[config.mk]
export PLATFORM = sky130hd
export DESIGN_NAME = epbc_bridge
export DESIGN_NICKNAME = d
export VERILOG_FILES = /design/src/core/epbc_pkg.sv /design/src/core/epbc_bridge.sv /design/src/core/epbc_deadband.sv
export VERILOG_INCLUDE_DIRS = /design/src /design/src/core
export SDC_FILE = /design/constraint.sdc
export NUM_CORES = 1
export LEC_CHECK = 0
export BUFFER_PORTS_ARGS = -buffer_cell sky130_fd_sc_hd__buf_4
export CAP_MARGIN = 10
export CORE_ASPECT_RATIO = 1.2
export CORE_MARGIN = 8
export CORE_UTILIZATION = 53
export DETAILED_ROUTE_END_ITERATION = 6
export PLACE_DENSITY = 0.79
export SLEW_MARGIN = 20
export SYNTH_ARGS = -nofsm -noshare
export SYNTH_HDL_FRONTEND = slang
export SYNTH_SLANG_ARGS = --single-unit
[constraint.sdc]
create_clock -name clk_sys_i -period 2.4 [get_ports clk_sys_i]
set_input_delay 0.36 -clock clk_sys_i [delete_from_list [all_inputs] [get_ports clk_sys_i]]
set_output_delay 0.36 -clock clk_sys_i [all_outputs]
set_load 0.02 [all_outputs]
[src/core/epbc_map.svh]
// Constant map for the enhanced PWM bridge output stage
`ifndef EPBC_MAP_SVH
`define EPBC_MAP_SVH

`define EPBC_CFG_SINGLE      2'h0
`define EPBC_CFG_FB_FWD      2'h1
`define EPBC_CFG_HALF        2'h2
`define EPBC_CFG_FB_REV      2'h3
`define EPBC_MODE_PWM        2'h3
`define EPBC_SRC_FAULT_BIT   0
`define EPBC_SRC_CMP_BIT     1
`define EPBC_PSS_LOW         2'h0
`define EPBC_PSS_HIGH        2'h1
`define EPBC_DIR_LEAD_COUNTS 8'h04
`define EPBC_DB_WIDTH        7

`endif

[src/core/epbc_pkg.sv]
// Types shared by the enhanced PWM bridge output stage
package epbc_pkg;

	typedef struct packed {
		logic [1:0] output_config_field;
		logic [3:0] ccp_mode_field;
	} epbc_mode_t;

	typedef struct packed {
		logic [2:0] shutdown_source_sel;
		logic [1:0] pair_ac_shutdown_state;
		logic [1:0] pair_bd_shutdown_state;
	} epbc_shutdown_cfg_t;

	typedef struct packed {
		logic [3:0] steer_enable_bits;
		logic       steer_sync_select;
	} epbc_steer_t;

	// Pins ordered d, c, b, a from msb
	typedef struct packed {
		logic [3:0] level;
		logic [3:0] oe_n;
	} epbc_pins_t;

	typedef enum logic [1:0] {
		EPBC_FB_RUN   = 2'b00,
		EPBC_FB_PEND  = 2'b01,
		EPBC_FB_BLANK = 2'b10
	} epbc_fb_state_t;

endpackage

[src/core/epbc_bridge.sv]
// Enhanced PWM output stage: bridge steering, dead band and auto-shutdown
//
// Functional notes
// - Full-bridge direction bit change applies from the following PWM cycle.
// - Four counts before period end, B and D go inactive, A and C swap.
// - No dead band in either full-bridge direction.
// - Shutdown sources: low fault input, high comparator one output, per select.
// - Shutdown flag reads 0 in normal run, 1 while outputs are shut down; it reads 0 while outputs wait for the next period start.
// - Shutdown sets the flag; held until firmware or auto-restart clears it.
// - Each enabled pair is forced asynchronously to its shutdown state.
// - Shutdown is level sensitive and persists while the source is asserted.
// - Flag writes are ignored while a shutdown condition is present.
// - After restart, output resumes only at the next period start.
// - Software can set the flag; auto-restart clears it at once.
// - With auto-restart, flag holds during condition and clears after.
// - Half-bridge delays inactive-to-active edges by the dead band.
// - Dead band equals seven low bits, in instruction cycles.
// - Single output mode routes the modulated signal to each enabled pin.
// - In steering, mode low bits choose pin polarity.
// - Steering shutdown affects only steered pins.
// - Steer sync 0 applies at once; 1 applies at next period.
// - Dead band longer than duty keeps the output inactive all cycle.
// - Config 00 single, 01 forward, 10 half, 11 reverse.
`timescale 1ns/1ps
`default_nettype none

`include "epbc_map.svh"

module epbc_bridge #(
	parameter int DB_W  = `EPBC_DB_WIDTH,
	parameter int TMR_W = 8
) (
	input  wire logic                        clk_sys_i,
	input  wire logic                        resetn_i,
	// Time base from the separate timer
	input  wire logic [TMR_W-1:0]            timer_count_i,
	input  wire logic [TMR_W-1:0]            timer_period_i,
	input  wire logic                        period_start_i,
	input  wire logic                        pwm_raw_i,
	// Configuration
	input  wire epbc_pkg::epbc_mode_t        mode_i,
	input  wire epbc_pkg::epbc_shutdown_cfg_t sd_cfg_i,
	input  wire epbc_pkg::epbc_steer_t       steer_i,
	input  wire logic [DB_W-1:0]             deadband_i,
	input  wire logic                        auto_restart_enable_i,
	// Shutdown sources and flag access
	input  wire logic                        fault_input_n_i,
	input  wire logic                        comparator_one_output_i,
	input  wire logic                        flag_wr_i,
	input  wire logic                        flag_wdata_i,
	output logic                             shutdown_event_flag_o,
	output epbc_pkg::epbc_pins_t             pins_o
);

	if (DB_W != `EPBC_DB_WIDTH) $error("epbc_bridge: dead band must be seven bits");
	if (TMR_W < 3 || TMR_W > 16) $error("epbc_bridge: TMR_W out of range");

	// ------------------------------------------------------------
	// Mode decode
	// ------------------------------------------------------------
	logic       pwm_on;
	logic [1:0] cfg;
	logic       pol_ac_low;
	logic       pol_bd_low;

	assign pwm_on     = (mode_i.ccp_mode_field[3:2] == `EPBC_MODE_PWM);
	assign cfg        = mode_i.output_config_field;
	assign pol_ac_low = mode_i.ccp_mode_field[1];
	assign pol_bd_low = mode_i.ccp_mode_field[0];

	// ------------------------------------------------------------
	// Shutdown detection and flag
	// ------------------------------------------------------------
	logic cond;
	logic flag;
	logic next_flag;
	logic run_gate;
	logic next_run_gate;

	// Combinational, so pins react without waiting for a clock edge
	assign cond = (sd_cfg_i.shutdown_source_sel[`EPBC_SRC_FAULT_BIT] && !fault_input_n_i)
		|| (sd_cfg_i.shutdown_source_sel[`EPBC_SRC_CMP_BIT] && comparator_one_output_i);

	always_comb begin
		next_flag = flag;
		if (auto_restart_enable_i && !cond) begin
			next_flag = 1'b0;
		end
		if (flag_wr_i && !cond) begin
			next_flag = flag_wdata_i;
		end
		if (cond) begin
			next_flag = 1'b1;
		end
		// Output gate reopens only on a period boundary once the flag is clear
		next_run_gate = run_gate;
		if (flag || cond) begin
			next_run_gate = 1'b0;
		end else if (period_start_i) begin
			next_run_gate = 1'b1;
		end
	end

	always_ff @(posedge clk_sys_i or negedge resetn_i) begin
		if (!resetn_i) begin
			flag     <= 1'b0;
			run_gate <= 1'b0;
		end else begin
			flag     <= next_flag;
			run_gate <= next_run_gate;
		end
	end

	logic shut;
	assign shut                  = cond || flag || !run_gate;
	assign shutdown_event_flag_o = flag || cond;

	// ------------------------------------------------------------
	// Full-bridge direction sequencing
	// ------------------------------------------------------------
	epbc_pkg::epbc_fb_state_t fb_state;
	epbc_pkg::epbc_fb_state_t next_fb_state;
	logic                     dir_rev;
	logic                     next_dir_rev;
	logic                     near_end;
	logic                     want_rev;

	function automatic logic is_full_bridge(input logic [1:0] c);
		is_full_bridge = (c == `EPBC_CFG_FB_FWD) || (c == `EPBC_CFG_FB_REV);
	endfunction

	assign want_rev = (cfg == `EPBC_CFG_FB_REV);
	assign near_end = (timer_period_i >= TMR_W'(`EPBC_DIR_LEAD_COUNTS))
		&& (timer_count_i == timer_period_i - TMR_W'(`EPBC_DIR_LEAD_COUNTS));

	always_comb begin
		next_fb_state = fb_state;
		next_dir_rev  = dir_rev;
		case (fb_state)
			epbc_pkg::EPBC_FB_RUN: begin
				if (is_full_bridge(cfg) && want_rev != dir_rev) begin
					next_fb_state = epbc_pkg::EPBC_FB_PEND;
				end
			end
			epbc_pkg::EPBC_FB_PEND: begin
				if (!is_full_bridge(cfg) || want_rev == dir_rev) begin
					next_fb_state = epbc_pkg::EPBC_FB_RUN;
				end else if (near_end) begin
					next_dir_rev  = want_rev;
					next_fb_state = epbc_pkg::EPBC_FB_BLANK;
				end
			end
			epbc_pkg::EPBC_FB_BLANK: begin
				if (period_start_i) begin
					next_fb_state = epbc_pkg::EPBC_FB_RUN;
				end
			end
			default: begin
				next_fb_state = epbc_pkg::EPBC_FB_RUN;
			end
		endcase
		// Outside full-bridge the direction simply follows the config
		if (!is_full_bridge(cfg)) begin
			next_dir_rev = want_rev;
		end
	end

	always_ff @(posedge clk_sys_i or negedge resetn_i) begin
		if (!resetn_i) begin
			fb_state <= epbc_pkg::EPBC_FB_RUN;
			dir_rev  <= 1'b0;
		end else begin
			fb_state <= next_fb_state;
			dir_rev  <= next_dir_rev;
		end
	end

	// ------------------------------------------------------------
	// Steering register with optional period sync
	// ------------------------------------------------------------
	logic [3:0] steer_q;
	logic [3:0] next_steer_q;
	logic [3:0] steer_eff;

	always_comb begin
		next_steer_q = steer_q;
		if (!steer_i.steer_sync_select || period_start_i) begin
			next_steer_q = steer_i.steer_enable_bits;
		end
	end

	always_ff @(posedge clk_sys_i or negedge resetn_i) begin
		if (!resetn_i) begin
			steer_q <= '0;
		end else begin
			steer_q <= next_steer_q;
		end
	end

	// Sync 0 takes the written value in the same cycle
	assign steer_eff = steer_i.steer_sync_select ? steer_q : steer_i.steer_enable_bits;

	// ------------------------------------------------------------
	// Half-bridge dead band, rising edges only
	// ------------------------------------------------------------
	logic half;
	logic db_a;
	logic db_b;

	assign half = (cfg == `EPBC_CFG_HALF);

	epbc_deadband #(
		.DB_W(DB_W)
	) u_db_a (
		.clk_sys_i     (clk_sys_i),
		.resetn_i      (resetn_i),
		.period_start_i(period_start_i),
		.active_i      (pwm_raw_i),
		.delay_i       (deadband_i),
		.active_o      (db_a)
	);

	epbc_deadband #(
		.DB_W(DB_W)
	) u_db_b (
		.clk_sys_i     (clk_sys_i),
		.resetn_i      (resetn_i),
		.period_start_i(period_start_i),
		.active_i      (!pwm_raw_i),
		.delay_i       (deadband_i),
		.active_o      (db_b)
	);

	// ------------------------------------------------------------
	// Output routing (active-high view, pins d c b a)
	// ------------------------------------------------------------
	logic [3:0] act;
	logic [3:0] used;
	logic [3:0] level_q;
	logic [3:0] next_level_q;
	logic       blank;

	assign blank = (fb_state == epbc_pkg::EPBC_FB_BLANK) && !period_start_i;

	always_comb begin
		act  = 4'h0;
		used = 4'h0;
		case (cfg)
			`EPBC_CFG_SINGLE: begin
				act  = steer_eff & {4{pwm_raw_i}};
				used = steer_eff;
			end
			`EPBC_CFG_HALF: begin
				act  = {2'b00, db_b, db_a};
				used = 4'h3;
			end
			`EPBC_CFG_FB_FWD,
			`EPBC_CFG_FB_REV: begin
				// Uses the latched direction, never dead band
				used = 4'hf;
				if (dir_rev) begin
					act = {1'b0, 1'b1, pwm_raw_i && !blank, 1'b0};
				end else begin
					act = {pwm_raw_i && !blank, 1'b0, 1'b0, 1'b1};
				end
			end
			default: begin
				act  = 4'h0;
				used = 4'h0;
			end
		endcase
		if (!pwm_on) begin
			used = 4'h0;
		end
		next_level_q = act ^ {pol_bd_low, pol_ac_low, pol_bd_low, pol_ac_low};
	end

	always_ff @(posedge clk_sys_i or negedge resetn_i) begin
		if (!resetn_i) begin
			level_q <= 4'h0;
		end else begin
			level_q <= next_level_q;
		end
	end

	// ------------------------------------------------------------
	// Pin drivers with combinational shutdown override
	// ------------------------------------------------------------
	function automatic logic [1:0] sd_pin(input logic [1:0] pss);
		// Bit 1 is the level, bit 0 is the output enable (low drives)
		case (pss)
			`EPBC_PSS_LOW:  sd_pin = 2'b00;
			`EPBC_PSS_HIGH: sd_pin = 2'b10;
			default:        sd_pin = 2'b01;
		endcase
	endfunction

	logic [1:0] sd_ac;
	logic [1:0] sd_bd;

	assign sd_ac = sd_pin(sd_cfg_i.pair_ac_shutdown_state);
	assign sd_bd = sd_pin(sd_cfg_i.pair_bd_shutdown_state);

	always_comb begin
		pins_o.level = level_q;
		pins_o.oe_n  = ~used;
		if (shut) begin
			// Only enabled pins are forced; others stay released
			pins_o.level = (level_q & ~used) | (used & {sd_bd[1], sd_ac[1], sd_bd[1], sd_ac[1]});
			pins_o.oe_n  = ~used | (used & {sd_bd[0], sd_ac[0], sd_bd[0], sd_ac[0]});
		end
	end
endmodule

`default_nettype wire

[src/core/epbc_deadband.sv]
// Rising-edge delay for one half-bridge output
`timescale 1ns/1ps
`default_nettype none

`include "epbc_map.svh"

module epbc_deadband #(
	parameter int DB_W = `EPBC_DB_WIDTH
) (
	input  wire logic            clk_sys_i,
	input  wire logic            resetn_i,
	input  wire logic            period_start_i,
	input  wire logic            active_i,
	input  wire logic [DB_W-1:0] delay_i,
	output logic                 active_o
);

	if (DB_W < 1 || DB_W > 16) $error("epbc_deadband: DB_W out of range");

	logic [DB_W-1:0] cnt;
	logic            out_q;
	logic [DB_W-1:0] next_cnt;
	logic            next_out_q;

	// Going inactive is immediate; going active waits delay_i cycles of
	// steady activity. If the active phase ends first the output stays low.
	always_comb begin
		next_cnt   = cnt;
		next_out_q = out_q;
		if (!active_i || period_start_i) begin
			next_cnt   = '0;
			next_out_q = 1'b0;
		end
		if (active_i) begin
			if (cnt >= delay_i) begin
				next_out_q = 1'b1;
			end else begin
				next_cnt = cnt + DB_W'(1);
			end
			// The start cycle is the first delay cycle, as for a mid-period edge
			if (period_start_i) begin
				next_cnt   = DB_W'(1);
				next_out_q = (delay_i == '0);
			end
		end
	end

	always_ff @(posedge clk_sys_i or negedge resetn_i) begin
		if (!resetn_i) begin
			cnt   <= '0;
			out_q <= 1'b0;
		end else begin
			cnt   <= next_cnt;
			out_q <= next_out_q;
		end
	end

	assign active_o = out_q;

endmodule

`default_nettype wire

==> impl_metrics.yaml <==
final_layout:
  layout.nets: 358
  area_growth_pct: 25.3
  drive_gt1_share_pct: 26.5
  finish.utilization_pct: 68.1
  diodes: 0
  stdcell_count: 345
route:
  final_antenna_net_count: 0
  vias: 1877
  via_per_inst: 5.44
  first_pass_iters: 4
  postRouteWirelength_mm: 4.88
  wl_per_cell_um: 14.2
  drtIter0Drc: 100
  drcViolationCount: 0
run_status:
  outcome: "finished with violations"
  failed_checks: "negative hold slack"
timing:
  min_period_ns: 2.14
  relSlewSlack_pct: 55.9
  rsz0062_at_grt: "no"
  fmax_ghz: 0.467
  setup_ws_ns: 0.259
  fin_crit_sh_pct: 89.2
  setup_tns_ns: 0
  whs_ns: -0.00156
  slew_violations: 0
  setup_viol: 0
  hold_viol_final: 5
  skew_ns: 0.00148
  worst_pin_slew_ns: 0.657
placement:
  dp_slack_ns: 0.214
  gp_congestion: 0.758
  portBuffers: 57
  dp_cells: 337
  post-dp-hpwl_mm: 4.00
synthesis:
  synth.most_common_cell: "dfrtp_1"
  synthCells: 232
  synth_nets: 300
  synth_cell_types: 44
  synth_async_sr_flop_share_pct: 100
  synth_edf_count: 0
  synthTopCellsByArea: "dfrtp_1, ha_1, xnor2_1"
  yosysWarnings: 0
  synth.top_cell.area_share_pct: 34.2
  synth.ff_latch_count: 29
  synthFlopType: "dfrtp_1"
  synthTopCellsByCount: "dfrtp_1, nand2_1, ha_1"
  netlist_area_um2: 2120
  synth_top_area_cell: "dfrtp_1"
  yosysSeqAreaShare_pct: 34.2
  avgSynthCellArea_um2: 9.16
floorplan:
  core-area_um2: 3910
  dieArea_um2: 6300
  die_w_um: 73.8
  start_util_pct: 54.3
  fp.dieH_um: 85.4
  io_pins: 59
  rows: 25
min_path:
  hp-class: "input pin to async pin"
cts:
  cts_buffers: 5
  cts_tree: "built"
  cts_sinks: 29
  cts.root.buffer_cell: "clkbuf_8"
  cts_max_level: 2
  path_clk_slew_ns: 0.06
  postCtsResizedCells: 0
  clock_latency_ns: 0.27
  hold_buffers: 0
  cts.path.max_buffers: 2
  postCtsSetupBuffers: 0
setup_path:
  cp-startpoint: "u_db_b.cnt[0]"
  rrSetupSlack_ns: 0.26
  r2r_cells: 8
  r2r_start: "u_db_b.cnt[0]"
  setup.worst_path.class: "flop to flop"
  crit_path_start_kind: "flop"
  worstPathRequired_ns: 2.60
  endpoint_kind: "flop"
  crit_path_max_fanout: 12
  timing.rr.end: "u_db_b.cnt[3]"
  endpoint: "u_db_b.cnt[3]"
  crit_arrival_ns: 2.34
global_route:
  grt_pass1_wl_mm: 8.36
  grt_use_total_pct: 16.6
  antenna_found_initial: 0
  grt_pass1_vias: 1959
  grt_max_degree: 30
  grt.overflow.total: 0
run:
  maxCapViolCount: 0
pwr:
  peakVddDrop_mv: 0.354
  power_density_nw_per_um2: 439
  power_leakage_nw: 1.25
-- registers in the layout, indices dropped and copies added (netlist names) --
signal           flops
steer_q              4
u_db_a.active_o      1
flag                 1
dir_rev              1
u_db_b.cnt           7
u_db_a.cnt           7
u_db_b.active_o      1
fb_state             2
run_gate             1
level_q              4
-- logic make-up (layout without fill, tap and decap cells) --
family	Yosys count	count (layout)	synth area share [%]
xor+xnor	19	19	7.83
simple gates	79	79	19.6
fa+ha+maj	18	18	10.6
compound gates	53	53	16.1
buf+inv	19	78	4.12
flops	29	29	34.2
mux	15	15	7.54
-- per-layer routing --
metal	wire, µm	vias to the layer above	track usage (%)	share of wire, %
met5	0	-	0	0
met4	48	0	6.01	0.98
met3	328	5	5.78	6.7
met2	2530	53	28.9	52
met1	1980	870	17.7	41
li1	-	949	-	-
-- placed cells by master, fill, tap and decap left out, types with 4 or more instances in the layout --
| cell | netlist | final |
|---|---|---|
| nand4_1 | 6 | 6 |
| ha_1 | 18 | 18 |
| nor2_1 | 11 | 11 |
| and2_1 | 4 | 4 |
| dfrtp_1 | 29 | 29 |
| xor2_1 | 7 | 7 |
| xnor2_1 | 12 | 12 |
| o2111ai_1 | 5 | 5 |
| clkbuf_8 | 0 | 5 |
| mux2i_1 | 7 | 7 |
| mux2_2 | 8 | 8 |
| nand3_1 | 4 | 4 |
| a21oi_1 | 15 | 15 |
| buf_4 | 0 | 57 |
| or3_1 | 8 | 8 |
| nand2_1 | 23 | 23 |
| inv_1 | 13 | 13 |
| nor2b_1 | 5 | 5 |
| o21ai_0 | 15 | 15 |
-- how the worst min path moves through the flow --
stage,startpoint,slack [ns],end
6_report,resetn_i,-0.002,u_db_a.cnt[3]
5_1_grt,resetn_i,0.02,u_db_a.cnt[6]
4_1_cts,resetn_i,0.002,u_db_a.cnt[6]
3_5_place_dp,resetn_i,0.30,u_db_a.cnt[5]
3_3_place_gp,resetn_i,0.31,u_db_a.cnt[6]
2_1_floorplan,resetn_i,0.06,dir_rev
-- through the flow --
| stage | cell area [µm²] | total power, mW | hold slack (ns) |
|---|---|---|---|
| floorplan | 2120 | 0.676 | 0.0644 |
| global placement | 2580 | 0.796 | 0.307 |
| detailed placement | 2580 | 0.804 | 0.302 |
| CTS | 2660 | 1.18 | 0.00163 |
| global route | 2660 | 1.23 | 0.0217 |
| finish | 2660 | 1.17 | -0.00156 |
-- worst max-delay path, cell delays in order, from the launching register on --
cell and delay, ns:
dfrtp_1 0.40, inv_1 0.09, ha_1 0.27, nand2b_1 0.15
a21o_1 0.19, a21oi_2 0.15, o21ai_1 0.25, or3_1 0.42
a21oi_1 0.15
-- cell type report --
type	count	area [µm²]
clock buffer	8	80.1
fill	344	1250
inverter	13	48.8
multi-input combinational	184	1310
sequential	29	726
tap	54	67.6
timing repair buffer	57	428
-- where the power goes --
group / switching (mW) / internal [mW]
registers: 0.0124 / 0.510
logic: 0.131 / 0.139
clock network: 0.169 / 0.205
total: 0.312 / 0.855
No activity file was read; power rests on OpenSTA's default activity.
